### src/hdl/pfs_pkg.sv
// shared constants and types for the program flow sequencer
package pfs_pkg;
    localparam int PC_W_DEF    = 12;
    localparam int INSTR_W     = 21;
    localparam int STACK_DEPTH = 8;

    // timing: clock rate and the watchdog time in milliseconds
    localparam int CLOCK_HZ    = 200_000_000;
    localparam int MS_PER_S    = 1000;
    localparam int MS_CYCLES   = CLOCK_HZ / MS_PER_S;
    localparam logic [15:0] WDT_DEFAULT_MS = 16'h00C8;

    // program limits
    localparam logic [7:0] MAX_JUMP      = 8'h80;
    localparam logic [7:0] MAX_LABEL     = 8'h40;
    localparam logic [7:0] MAX_LOOP      = 8'h40;
    localparam logic [7:0] MAX_CALL      = 8'h80;
    localparam logic [7:0] MAX_SUB_LABEL = 8'h40;

    // error codes
    localparam logic [15:0] ERR_NONE       = 16'h0000;
    localparam logic [15:0] ERR_WDT        = 16'h0003;
    localparam logic [15:0] ERR_SUB_LIMIT  = 16'h0412;
    localparam logic [15:0] ERR_LOOP_LIMIT = 16'h0413;
    localparam logic [15:0] ERR_END_BAD    = 16'h0415;
    localparam logic [15:0] ERR_JUMP_LIMIT = 16'h0417;

    typedef enum logic [3:0] {
        OP_NO_OPERATION     = 4'h0,
        OP_END              = 4'h1,
        OP_STOP             = 4'h2,
        OP_WATCHDOG_RESTART = 4'h3,
        OP_JUMP             = 4'h4,
        OP_JUMP_LABEL       = 4'h5,
        OP_LOOP_START       = 4'h6,
        OP_LOOP_END         = 4'h7,
        OP_SUBROUTINE_CALL  = 4'h8,
        OP_SUBROUTINE_LABEL = 4'h9,
        OP_SUBROUTINE_RETURN = 4'hA,
        OP_SUBROUTINE_RETURN_COND = 4'hB,
        OP_LOGIC            = 4'hF
    } pfs_op_e;

    typedef struct packed {
        pfs_op_e     op;
        logic        contact;
        logic [15:0] operand;
    } pfs_instr_s;

    typedef enum logic [2:0] {
        M_IDLE  = 3'b000,
        M_CHK_F = 3'b001,
        M_CHK_E = 3'b010,
        M_RUN_F = 3'b011,
        M_RUN_E = 3'b100
    } pfs_mode_e;

    typedef enum logic [1:0] {
        SK_NONE  = 2'b00,
        SK_LABEL = 2'b01,
        SK_LOOP  = 2'b10,
        SK_SUB   = 2'b11
    } pfs_skip_e;
endpackage : pfs_pkg

### src/hdl/pfs_stack_if.sv
// return address stack connection between sequencer and stack
`timescale 1ns/1ps
interface pfs_stack_if #(parameter int AW = 12);
    logic          push;
    logic          pop;
    logic          clear;
    logic [AW-1:0] push_data;
    logic [AW-1:0] top;
    logic          full;
    logic          empty;
    modport owner (input push, pop, clear, push_data, output top, full, empty);
    modport user  (output push, pop, clear, push_data, input top, full, empty);
endinterface : pfs_stack_if

### src/hdl/pfs_return_stack.sv
// last-in-first-out stack of subroutine return addresses
`timescale 1ns/1ps
module pfs_return_stack #(
    parameter int AW    = pfs_pkg::PC_W_DEF,
    parameter int DEPTH = pfs_pkg::STACK_DEPTH
)(
    input  wire logic   clk_i,
    input  wire logic   rst_i,
    pfs_stack_if.owner  stk
);
    import pfs_pkg::*;
    localparam int SP_W = $clog2(DEPTH) + 1;

    typedef struct packed {
        logic [DEPTH-1:0][AW-1:0] slot;
        logic [SP_W-1:0]          sp;
    } pfs_stk_s;

    pfs_stk_s st;
    pfs_stk_s next_st;

    always_comb begin
        next_st = st;
        if (stk.clear) begin
            next_st.sp = '0;
        end else if (stk.push && !stk.full) begin
            next_st.slot[st.sp[SP_W-2:0]] = stk.push_data;
            next_st.sp = SP_W'(st.sp + 1'b1);
        end else if (stk.pop && !stk.empty) begin
            next_st.sp = SP_W'(st.sp - 1'b1);
        end
    end

    always_ff @(posedge clk_i or posedge rst_i) begin
        if (rst_i) begin
            st <= '0;
        end else begin
            st <= next_st;
        end
    end

    assign stk.empty = (st.sp == '0);
    assign stk.full  = (st.sp == SP_W'(DEPTH));
    assign stk.top   = stk.empty ? '0 : st.slot[SP_W'(st.sp - 1'b1)];
endmodule : pfs_return_stack

### src/hdl/pfs_sequencer.sv
// program flow sequencer: scan end, stop, watchdog, jumps, loops, subroutines
`timescale 1ns/1ps
module pfs_sequencer #(
    parameter int PC_W      = pfs_pkg::PC_W_DEF,
    parameter int MS_CYCLES = pfs_pkg::MS_CYCLES
)(
    input  wire logic                        CLOCK_I,
    input  wire logic                        SYS_RST_I,
    input  wire logic                        RUN_REQ_I,
    input  wire logic                        RUNG_TRUE_I,
    input  wire logic [pfs_pkg::INSTR_W-1:0] IMEM_DATA_I,
    input  wire logic                        CFG_CLEAR_I,
    input  wire logic                        WDT_CFG_WE_I,
    input  wire logic [15:0]                 WDT_CFG_MS_I,
    output logic      [PC_W-1:0]             IMEM_ADDR_O,
    output logic                             RUN_O,
    output logic                             EXEC_O,
    output logic                             SCAN_DONE_O,
    output logic                             IO_HOLD_O,
    output logic                             ERROR_O,
    output logic      [15:0]                 ERROR_CODE_O
);
    import pfs_pkg::*;

    localparam logic [PC_W-1:0] LAST_PC = '1;

    typedef struct packed {
        pfs_mode_e       mode;
        pfs_skip_e       skip;
        logic [PC_W-1:0] pc;
        logic [PC_W-1:0] end_addr;
        logic            end_found;
        logic            end_bad;
        logic [7:0]      cnt_jump;
        logic [7:0]      cnt_label;
        logic [7:0]      cnt_loop;
        logic [7:0]      cnt_call;
        logic [7:0]      cnt_sub;
        logic [15:0]     key;
        logic            in_loop;
        logic [PC_W-1:0] loop_start;
        logic [15:0]     loop_left;
        logic [31:0]     ms_div;
        logic [16:0]     scan_ms;
        logic [15:0]     wdt_ms;
        logic            run;
        logic            exec;
        logic            scan_done;
        logic            io_hold;
        logic            err;
        logic [15:0]     err_code;
    } pfs_state_s;

    pfs_state_s st;
    pfs_state_s next_st;
    pfs_instr_s ins;
    logic       cond;
    logic       push;
    logic       pop;
    logic       wdt_over;

    pfs_stack_if #(.AW(PC_W)) stk ();

    pfs_return_stack #(.AW(PC_W), .DEPTH(STACK_DEPTH)) u_stack (
        .clk_i (CLOCK_I),
        .rst_i (SYS_RST_I),
        .stk   (stk.owner)
    );

    function automatic logic [7:0] sat_inc(input logic [7:0] v);
        sat_inc = (v == 8'hFF) ? v : 8'(v + 1'b1);
    endfunction : sat_inc

    function automatic pfs_state_s fail_to(input pfs_state_s s, input logic [15:0] code);
        fail_to          = s;
        fail_to.mode     = M_IDLE;
        fail_to.run      = 1'b0;
        fail_to.in_loop  = 1'b0;
        fail_to.skip     = SK_NONE;
        fail_to.err      = 1'b1;
        fail_to.err_code = code;
        fail_to.exec     = 1'b0;
    endfunction : fail_to

    // scan wraps to the top; what follows the end is never reached this way
    function automatic pfs_state_s end_scan(input pfs_state_s s);
        end_scan           = s;
        end_scan.pc        = '0;
        end_scan.scan_done = 1'b1;
        end_scan.ms_div    = '0;
        end_scan.scan_ms   = '0;
        end_scan.in_loop   = 1'b0;
        end_scan.skip      = SK_NONE;
    endfunction : end_scan

    assign ins  = pfs_instr_s'(IMEM_DATA_I);
    assign cond = !ins.contact || RUNG_TRUE_I;

    always_comb begin
        next_st           = st;
        next_st.exec      = 1'b0;
        next_st.scan_done = 1'b0;
        push              = 1'b0;
        pop               = 1'b0;

        // persistent watchdog setting; a value below the default is ignored
        if (CFG_CLEAR_I) begin
            next_st.wdt_ms = WDT_DEFAULT_MS;
        end else if (WDT_CFG_WE_I && WDT_CFG_MS_I >= WDT_DEFAULT_MS) begin
            next_st.wdt_ms = WDT_CFG_MS_I;
        end

        unique case (st.mode)
            M_IDLE: begin
                if (RUN_REQ_I) begin
                    next_st.mode      = M_CHK_F;
                    next_st.pc        = '0;
                    next_st.end_found = 1'b0;
                    next_st.end_bad   = 1'b0;
                    next_st.cnt_jump  = '0;
                    next_st.cnt_label = '0;
                    next_st.cnt_loop  = '0;
                    next_st.cnt_call  = '0;
                    next_st.cnt_sub   = '0;
                    next_st.err       = 1'b0;
                    next_st.err_code  = ERR_NONE;
                end
            end
            M_CHK_F: begin
                next_st.mode = M_CHK_E;
            end
            M_CHK_E: begin
                // first end closes the main body; count jumps, jump labels, loop starts, calls and subroutine labels
                case (ins.op)
                    OP_END: begin
                        if (!st.end_found) begin
                            next_st.end_found = 1'b1;
                            next_st.end_addr  = st.pc;
                            next_st.end_bad   = ins.contact;
                        end
                    end
                    OP_JUMP:             next_st.cnt_jump  = sat_inc(st.cnt_jump);
                    OP_JUMP_LABEL:       next_st.cnt_label = sat_inc(st.cnt_label);
                    OP_LOOP_START:       next_st.cnt_loop  = sat_inc(st.cnt_loop);
                    OP_SUBROUTINE_CALL:  next_st.cnt_call  = sat_inc(st.cnt_call);
                    OP_SUBROUTINE_LABEL: next_st.cnt_sub   = sat_inc(st.cnt_sub);
                    default: ;
                endcase
                if (st.pc != LAST_PC) begin
                    next_st.pc   = PC_W'(st.pc + 1'b1);
                    next_st.mode = M_CHK_F;
                end else if (!next_st.end_found || next_st.end_bad) begin
                    next_st = fail_to(next_st, ERR_END_BAD);
                end else if (next_st.cnt_loop > MAX_LOOP) begin
                    next_st = fail_to(next_st, ERR_LOOP_LIMIT);
                end else if (next_st.cnt_call > MAX_CALL
                             || next_st.cnt_sub > MAX_SUB_LABEL) begin
                    next_st = fail_to(next_st, ERR_SUB_LIMIT);
                end else if (next_st.cnt_jump > MAX_JUMP
                             || next_st.cnt_label > MAX_LABEL) begin
                    next_st = fail_to(next_st, ERR_JUMP_LIMIT);
                end else begin
                    next_st.mode    = M_RUN_F;
                    next_st.pc      = '0;
                    next_st.run     = 1'b1;
                    next_st.skip    = SK_NONE;
                    next_st.in_loop = 1'b0;
                    next_st.ms_div  = '0;
                    next_st.scan_ms = '0;
                end
            end
            M_RUN_F: begin
                next_st.mode = M_RUN_E;
            end
            M_RUN_E: begin
                next_st.mode = M_RUN_F;
                next_st.pc   = PC_W'(st.pc + 1'b1);
                if (ins.op == OP_END && st.skip != SK_SUB) begin
                    next_st = end_scan(next_st);
                end else if (st.skip == SK_LABEL) begin
                    if (ins.op == OP_JUMP_LABEL && ins.operand == st.key) begin
                        next_st.skip = SK_NONE;
                    end
                end else if (st.skip == SK_LOOP) begin
                    if (ins.op == OP_LOOP_END) begin
                        next_st.skip = SK_NONE;
                    end
                end else if (st.skip == SK_SUB) begin
                    if (ins.op == OP_SUBROUTINE_LABEL && ins.operand == st.key) begin
                        next_st.skip = SK_NONE;
                    end else if (st.pc == LAST_PC) begin
                        next_st = fail_to(next_st, ERR_SUB_LIMIT);
                    end
                end else begin
                    case (ins.op)
                        OP_NO_OPERATION: ;
                        OP_STOP: begin
                            if (cond) begin
                                next_st.mode    = M_IDLE;
                                next_st.run     = 1'b0;
                                next_st.in_loop = 1'b0;
                            end
                        end
                        OP_WATCHDOG_RESTART: begin
                            if (cond) begin
                                next_st.ms_div  = '0;
                                next_st.scan_ms = '0;
                            end
                        end
                        OP_JUMP: begin
                            if (cond) begin
                                next_st.skip = SK_LABEL;
                                next_st.key  = ins.operand;
                            end
                        end
                        OP_LOOP_START: begin
                            if (st.in_loop) begin
                                next_st = fail_to(next_st, ERR_LOOP_LIMIT);
                            end else if (cond && ins.operand != '0) begin
                                next_st.in_loop    = 1'b1;
                                next_st.loop_start = PC_W'(st.pc + 1'b1);
                                next_st.loop_left  = ins.operand;
                            end else begin
                                next_st.skip = SK_LOOP;
                            end
                        end
                        OP_LOOP_END: begin
                            if (st.in_loop && st.loop_left > 16'h0001) begin
                                next_st.loop_left = 16'(st.loop_left - 1'b1);
                                next_st.pc        = st.loop_start;
                            end else begin
                                next_st.in_loop = 1'b0;
                            end
                        end
                        OP_SUBROUTINE_CALL: begin
                            if (cond) begin
                                if (stk.full || st.end_addr == LAST_PC) begin
                                    next_st = fail_to(next_st, ERR_SUB_LIMIT);
                                end else begin
                                    push         = 1'b1;
                                    next_st.skip = SK_SUB;
                                    next_st.key  = ins.operand;
                                    next_st.pc   = PC_W'(st.end_addr + 1'b1);
                                end
                            end
                        end
                        OP_SUBROUTINE_RETURN: begin
                            // a stray return with nothing stacked is ignored
                            if (!stk.empty) begin
                                pop        = 1'b1;
                                next_st.pc = stk.top;
                            end
                        end
                        OP_SUBROUTINE_RETURN_COND: begin
                            if (cond && !stk.empty) begin
                                pop        = 1'b1;
                                next_st.pc = stk.top;
                            end
                        end
                        OP_END, OP_JUMP_LABEL, OP_SUBROUTINE_LABEL: ;
                        default: begin
                            next_st.exec = 1'b1;
                        end
                    endcase
                end
            end
            default: begin
                next_st = fail_to(next_st, ERR_NONE);
            end
        endcase

        // watchdog runs across the whole scan, loops and subroutines included
        if (st.run) begin
            if (st.scan_ms > {1'b0, st.wdt_ms}) begin
                next_st = fail_to(next_st, ERR_WDT);
            end else if (next_st.ms_div == st.ms_div) begin
                if (st.ms_div == 32'(MS_CYCLES - 1)) begin
                    next_st.ms_div = '0;
                    if (st.scan_ms != '1) begin
                        next_st.scan_ms = 17'(st.scan_ms + 1'b1);
                    end
                end else begin
                    next_st.ms_div = 32'(st.ms_div + 1'b1);
                end
            end
        end
        next_st.io_hold = next_st.in_loop;
    end

    assign stk.push      = push;
    assign stk.pop       = pop;
    assign stk.clear     = (st.mode == M_IDLE);
    assign stk.push_data = PC_W'(st.pc + 1'b1);
    assign wdt_over      = st.run && st.scan_ms > {1'b0, st.wdt_ms};

    always_ff @(posedge CLOCK_I or posedge SYS_RST_I) begin
        if (SYS_RST_I) begin
            st        <= '0;
            st.wdt_ms <= WDT_DEFAULT_MS;
        end else begin
            st <= next_st;
        end
    end

    assign IMEM_ADDR_O  = st.pc;
    assign RUN_O        = st.run;
    assign EXEC_O       = st.exec;
    assign SCAN_DONE_O  = st.scan_done;
    assign IO_HOLD_O    = st.io_hold;
    assign ERROR_O      = st.err;
    assign ERROR_CODE_O = st.err_code;
endmodule : pfs_sequencer

### config.mk
export PLATFORM = sky130hd
export DESIGN_NAME = pfs_sequencer
export DESIGN_NICKNAME = d
export VERILOG_FILES = /design/src/hdl/pfs_pkg.sv /design/src/hdl/pfs_stack_if.sv /design/src/hdl/pfs_return_stack.sv /design/src/hdl/pfs_sequencer.sv
export SDC_FILE = /design/constraint.sdc
export NUM_CORES = 1
export LEC_CHECK = 0
export ABC_AREA = 1
export BUFFER_PORTS_ARGS = -buffer_cell sky130_fd_sc_hd__buf_2
export CORE_ASPECT_RATIO = 0.8
export CORE_MARGIN = 3
export CORE_UTILIZATION = 30
export DETAILED_ROUTE_END_ITERATION = 8
export GPL_TIMING_DRIVEN = 0
export PLACE_DENSITY_LB_ADDON = 0.3
export SKIP_CTS_REPAIR_TIMING = 1
export SLEW_MARGIN = 20
export SYNTH_ARGS = -nofsm -noshare
export SYNTH_HDL_FRONTEND = slang
export SYNTH_SLANG_ARGS = --single-unit
### constraint.sdc
create_clock -name CLOCK_I -period 11.81 [get_ports CLOCK_I]
set_clock_uncertainty 0.2 [all_clocks]
set_input_delay 0.5905 -clock CLOCK_I [delete_from_list [all_inputs] [get_ports CLOCK_I]]
set_output_delay 0.5905 -clock CLOCK_I [all_outputs]
set_load 0.01 [all_outputs]
---- After elaboration in Yosys (flattened, before gate mapping) ----
Index checks and enable logic that the tools add are counted.
word-level totals
  register bits ........................... 301
  input port bits ......................... 43
cells by class
  add/sub/neg operators ................... 12
  $lt $le $gt $ge ......................... 11
  eq/ne operators ......................... 32
  muxes and demuxes ....................... 154
  bitwise logic cells ..................... 1
  reductions and logical operators ........ 28
operators by type and width
  kind                                  number
  202-bit 2-to-1 mux                    15
  201-bit 2-to-1 mux                    5
  197-bit 2-to-1 mux                    3
  86-bit 2-to-1 mux                     6
  82-bit 2-to-1 mux                     6
  114-bit case mux with 3 select lines  1
  29-bit 2-to-1 mux                     8
  49-bit 2-to-1 mux                     4
  185-bit 2-to-1 mux                    1
  49-bit case mux with 3 select lines   1
  42-bit case mux with 3 select lines   1
  8-bit 2-to-1 mux                      15
  116-bit 2-to-1 mux                    1
  115-bit 2-to-1 mux                    1
  54-bit case mux with 2 select lines   1
  96-bit bitwise mux                    1
  12-bit 2-to-1 mux                     8
  16-bit 2-to-1 mux                     6
  16-bit case mux with 3 select lines   2
  17-bit 2-to-1 mux                     4
  17-bit case mux with 4 select lines   1
  12-bit case mux with 5 select lines   1
  14-bit 2-to-1 mux                     4
  12-bit case mux with 2 select lines   2
  62 further kinds                      140

---- Logic depth before layout (Yosys ltp) ----
  depth after elaboration ................. 23
  gate-level depth with buffers ........... 21
  gate-level depth less buffers ........... 20

---- Modules after synthesis ----
From an unflattened synthesis, not the netlist that was laid out.
second synthesis, totals
  cells, all modules ...................... 2434
  area total of the unflattened synthesis .. 18246.2 um^2
modules (own cells, without submodules)
  module            instances  cells an instance  area each (um^2)
  pfs_sequencer     1          1823               13210.2
  pfs_return_stack  1          611                5036.1

---- Worst setup path before layout ----
No wires, ideal clock.
  path kind ............................... register to register
  from .................................... reg u_stack.st[0] (netlist bit)
  to ...................................... reg u_stack.st[10] (netlist bit)
  setup time .............................. 136 ps
  arrival time ............................ 2694 ps
  required time ........................... 11474 ps
  setup slack ............................. 8780 ps
  stages on the path, launching flop included .. 16
  path buffers ............................ 3
  clock period less this slack ............ 3030 ps
  cells stage by stage .................... dfrtp_1 > clkinv_1 > clkbuf_1 > clkbuf_1 > ha_1 > nand2_1 > nor2_1 > inv_1 > o21ai_2 > nor2_1 > nand4_4 > inv_4 > nand3_4 > buf_4 > nand2_1 > o21ai_0
on the way
  cells in the longest elaborated chain, start to end .. 12
  elaborated cells between the ends (all ways) .. 19
ends and longest elaborated chain
  element                        line                    source
  start: declaration             pfs_return_stack.sv:19  pfs_stk_s st;
  start signal: assignment       pfs_return_stack.sv:38  st <= next_st;
  4-bit equality test            pfs_return_stack.sv:43  assign stk.full = (st.sp == SP_W'(DEPTH));
  1-bit logical OR               pfs_sequencer.sv:237    if (stk.full || st.end_addr == LAST_PC) begin
  1-bit 2-to-1 mux               pfs_sequencer.sv:237
  1-bit 2-to-1 mux               pfs_sequencer.sv:236    if (cond) begin
  1-bit 2-to-1 mux               pfs_sequencer.sv:195    case (ins.op)
  1-bit 2-to-1 mux               pfs_sequencer.sv:188    end else if (st.skip == SK_SUB) begin
  1-bit 2-to-1 mux               pfs_sequencer.sv:184    end else if (st.skip == SK_LOOP) begin
  1-bit 2-to-1 mux               pfs_sequencer.sv:180    end else if (st.skip == SK_LABEL) begin
  1-bit 2-to-1 mux               pfs_sequencer.sv:178    if (ins.op == OP_END && st.skip != SK_SUB) begin
  1-bit 2-to-1 mux               pfs_sequencer.sv:113    unique case (st.mode)
  1-bit logical AND              pfs_return_stack.sv:26  end else if (stk.push && !stk.full) begin
  2-bit AND reduction (no line)  --
Parallel ways exist; a longest one is shown, timed or not.
A chain may end at the register's enable or synchronous reset.

---- Worst setup path in the final report ----
  from .................................... reg u_stack.st[0] (netlist bit)
  to ...................................... reg st (netlist bit IMEM_ADDR_O[6])
on the way
  cells in the longest elaborated chain, start to end .. 18
  elaborated cells between the ends (all ways) .. 27
ends and longest elaborated chain
  element                                line                    source
  4-bit equality test                    pfs_return_stack.sv:43
  1-bit logical OR                       pfs_sequencer.sv:237
  14-bit 2-to-1 mux                      pfs_sequencer.sv:237
  201-bit 2-to-1 mux                     pfs_sequencer.sv:236
  202-bit 2-to-1 mux                     pfs_sequencer.sv:195
  202-bit 2-to-1 mux                     pfs_sequencer.sv:188
  202-bit 2-to-1 mux                     pfs_sequencer.sv:184
  202-bit 2-to-1 mux                     pfs_sequencer.sv:180
  (+2 left out)                          --
  12-bit case mux with 5 select lines *  pfs_sequencer.sv:195
  202-bit 2-to-1 mux *                   pfs_sequencer.sv:188
  197-bit 2-to-1 mux *                   pfs_sequencer.sv:184
  197-bit 2-to-1 mux *                   pfs_sequencer.sv:180
  202-bit 2-to-1 mux *                   pfs_sequencer.sv:178
  12-bit case mux with 3 select lines *  pfs_sequencer.sv:113
  116-bit 2-to-1 mux                     pfs_sequencer.sv:274    if (st.scan_ms > {1'b0, st.wdt_ms}) begin
  202-bit 2-to-1 mux *                   pfs_sequencer.sv:273    if (st.run) begin
  end signal: assignment                 pfs_sequencer.sv:301    st <= next_st;
  end: declaration                       pfs_sequencer.sv:54     pfs_state_s st;
Every way passes the cells marked *; elsewhere a longest branch is shown, timed or not. The select of a mux whose other input is x is not followed.

==> impl_metrics.ini <==
[placement]
pre_cts_slack_ns = 7.531
post_dp_cell_area_um2 = 19510
io_buffer_count = 75
place_hpwl_mm = 41.10
routabilityCongestion = 0.8968

[synth]
yosys.area_share.simple_pct = 25.52
synthCells = 2370
synth_fa_ha_area_share_pct = 2.284
synth_edf_count = 0
synth-seq-area-share_pct = 41.68
synthesis.nets = 2446
synth_xor_area_share_pct = 3.633
synth-main-ff-cell = dfrtp_1
synth_top_area_cell = dfrtp_1
muxShareOfSynthArea_pct = 0
synth.top_cells.by_area = dfrtp_1, nand2_1, o21ai_0, inv_1, nor2_1
ys_seq_elements = 301
synthArstFlopShare_pct = 100.0
synth_top_family_by_area = simple AND/OR/NAND/NOR gates
yosysTopAreaCellShare_pct = 41.25
yosysUniqueCellTypes = 60
yosysWarningCount = 0
avgSynthCellArea_um2 = 7.629
syn-cell-area_um2 = 18080
synth-compound-area-share_pct = 17.20

[global_routing]
grt_pass1_vias = 16100
antenna_found_initial = 1
grt_max_degree = 100
grt_pass1_wl_mm = 88.75
grt_use_total_pct = 17.41
gr-total-overflow = 0

[setup_path]
crit_path_max_incr_delay_ns = 0.55
worst_setup_path_start_kind = flop
cp.arrival_ns = 4.58
critPathMaxFanout = 10
cp_num_buf_inv = 4
reg2reg_depth = 13
critPathKind = reg2reg
crit_chain = clkinv_1 -> clkbuf_1 -> clkbuf_1 -> ha_1 -> xnor2_1 -> clkbuf_1 -> o221ai_1 -> nand3_1 -> nand2_1 -> a21oi_1 -> nand3_1 -> o211ai_1 -> o211ai_1
crit_path_end_kind = flop
cp_common_cell = clkbuf_1
cp.depth = 13
worst_path_max_delay_cell = clkbuf_1
cp.required_ns = 11.98
crit_family = buffers and inverters

[hold_path]
hp-class = in2reg
whs_path_depth = 3

[clock_network]
cts_buffers = 36
clock-sinks = 301
cts_max_path_buffers = 3
clk_latency_ns = 0.56
htreeDepth = 2
cts.clk_slew.worst_paths_ns = 0.06
cts.root.buffer_cell = clkbuf_16
cts_tree = yes

[detailed_routing]
drc_errors = 0
drt-total-wl_mm = 55.55
routed-wl-met2_mm = 23.83
met3WireLength_mm = 3.632
viasPerCell = 5.188
vias = 17023
ant_nets = 0
first_pass_iters = 5
wl_met1_mm = 27.08
routedWlPerCell_um = 16.93
top_layer = met4
drtIter0Drc = 1511

[sta]
finalMaxSlewViolations = 0
setup_viol = 0
layout_worst_path_cycle_share_pct = 37.31
slew_headroom_pct = 37.22
rsz0062_at_grt = false
fin_ws_ns = 7.403
fmax_mhz = 226.9
period_needed_ns = 4.407
hold_viol = 0
tightest_slew_ns = 0.9345

[layout]
final_common_cell = nand2_1
final_area_um2 = 20740
fill_cells = 6140
antennaDiodeCount = 0
syn_to_final_growth_pct = 14.73
mostFrequentLayoutCells = nand2_1, dfrtp_1, inv_1
nets = 2563
drive_gt1_share_pct = 10.91

[die]
die_width_um = 280.5
dieArea_um2 = 63270
ios = 76
core-area_um2 = 58910
start_util_pct = 30.69
die_h_um = 225.6
rows = 79

[power]
max-vdd-ir-drop_uv = 90.75
power.density_nw_per_um2 = 164.8
p_leak_uw = 0.009236

[run]
max_cap_viol_count = 0

[status]
status = finished clean
-- per-stage QoR --
step / cells / total power, uW / util [%] / hold slack, ns / TNS (ns)
4_1_cts: 3280 / 3448 / 35.19 / -0.2538 / 0
3_5_place_dp: 3217 / 2252 / 33.11 / 0.2730 / 0
3_3_place_gp: 3214 / 2238 / 32.96 / 0.2658 / -345.15
6_report: 3281 / 3419 / 35.21 / 0.05441 / 0
2_1_floorplan: 2370 / 1885 / - / 0.2533 / 0
5_1_grt: 3281 / 3623 / 35.21 / 0.04038 / 0
-- flip-flops by register name, indices dropped and copies added, names as in the netlist --
| register | cells |
|---|---|
| ERROR_CODE_O | 16 |
| ERROR_O | 1 |
| EXEC_O | 1 |
| IMEM_ADDR_O | 12 |
| IO_HOLD_O | 1 |
| RUN_O | 1 |
| SCAN_DONE_O | 1 |
| st | 168 |
| u_stack.st | 100 |
-- logic make-up (layout without fill, tap and decap cells) --
kind of cell / after synthesis / count (layout)
xor+xnor: 75 / 75
flops: 301 / 301
buf+inv: 392 / 534
simple gates: 1027 / 1027
fa+ha+maj: 33 / 33
compound gates: 542 / 542
-- metal layers --
layer | GRT usage [%] | up-vias
met2 | 26.07 | 507
met5 | 0 | -
met4 | 3.722 | 0
met1 | 26.27 | 8280
li1 | - | 8160
met3 | 2.884 | 76
-- worst min-delay path, delay by kind of cell --
family	cells	cell delay, ns
AOI/OAI and AO/OA	1	0.06
and+or+nand+nor	1	0.04
buffers and inverters	1	0.08
-- path summary, 6_finish.rpt --
kind,from,endpoint,slack [ns]
min reg2reg,st[108],st[108],0.29
max reg2reg,u_stack.st[0],IMEM_ADDR_O[6],7.40
max,u_stack.st[0],IMEM_ADDR_O[6],7.40
min in group asynchronous,SYS_RST_I,st[132],0.34
max in group asynchronous,SYS_RST_I,st[27],9.89
min,WDT_CFG_MS_I[1],st[22],0.05
-- final cells by class --
type | instances | area (um^2) | area share, %
inverters | 271 | 1028 | 4.958
well taps | 769 | 962.2 | 4.639
multi-input cells | 1677 | 8795 | 42.40
clock inverters | 10 | 138.9 | 0.6696
repair buffers | 79 | 467.9 | 2.256
flip-flops and latches | 301 | 7536 | 36.33
plain buffers | 121 | 728.2 | 3.511
clock buffers | 53 | 1086 | 5.236
-- where the power goes --
group	total (uW)	leakage [uW]	internal, uW	switching [uW]
combinational	1080	0.00453	309	770
clock	1170	0.000602	703	470
sequential	1170	0.00410	1100	67.9
-- Yosys cell counts, types with 4 or more instances --
| cell type | count |
|---|---|
| nand2_1 | 507 |
| dfrtp_1 | 298 |
| inv_1 | 257 |
| nor2_1 | 222 |
| o21ai_0 | 197 |
| nand3_1 | 129 |
| o21ai_1 | 96 |
| o22ai_1 | 80 |
| a21oi_1 | 72 |
| clkbuf_1 | 58 |
| nand4_1 | 55 |
| xor2_1 | 48 |
| buf_4 | 36 |
| ha_1 | 33 |
| nor3_1 | 33 |
| xnor2_1 | 27 |
| o221ai_1 | 24 |
| o211ai_1 | 20 |
| nor4_1 | 18 |
| buf_6 | 17 |
| o31ai_1 | 14 |
| nand2_2 | 10 |
| inv_2 | 9 |
| nand2_4 | 9 |
| nor2_2 | 9 |
| a31oi_1 | 8 |
| buf_2 | 8 |
| nor2_4 | 8 |
| a21oi_2 | 6 |
| nand3_4 | 5 |
| nand3b_1 | 5 |
| a32o_1 | 4 |
Power figures use the tool's default switching activity.
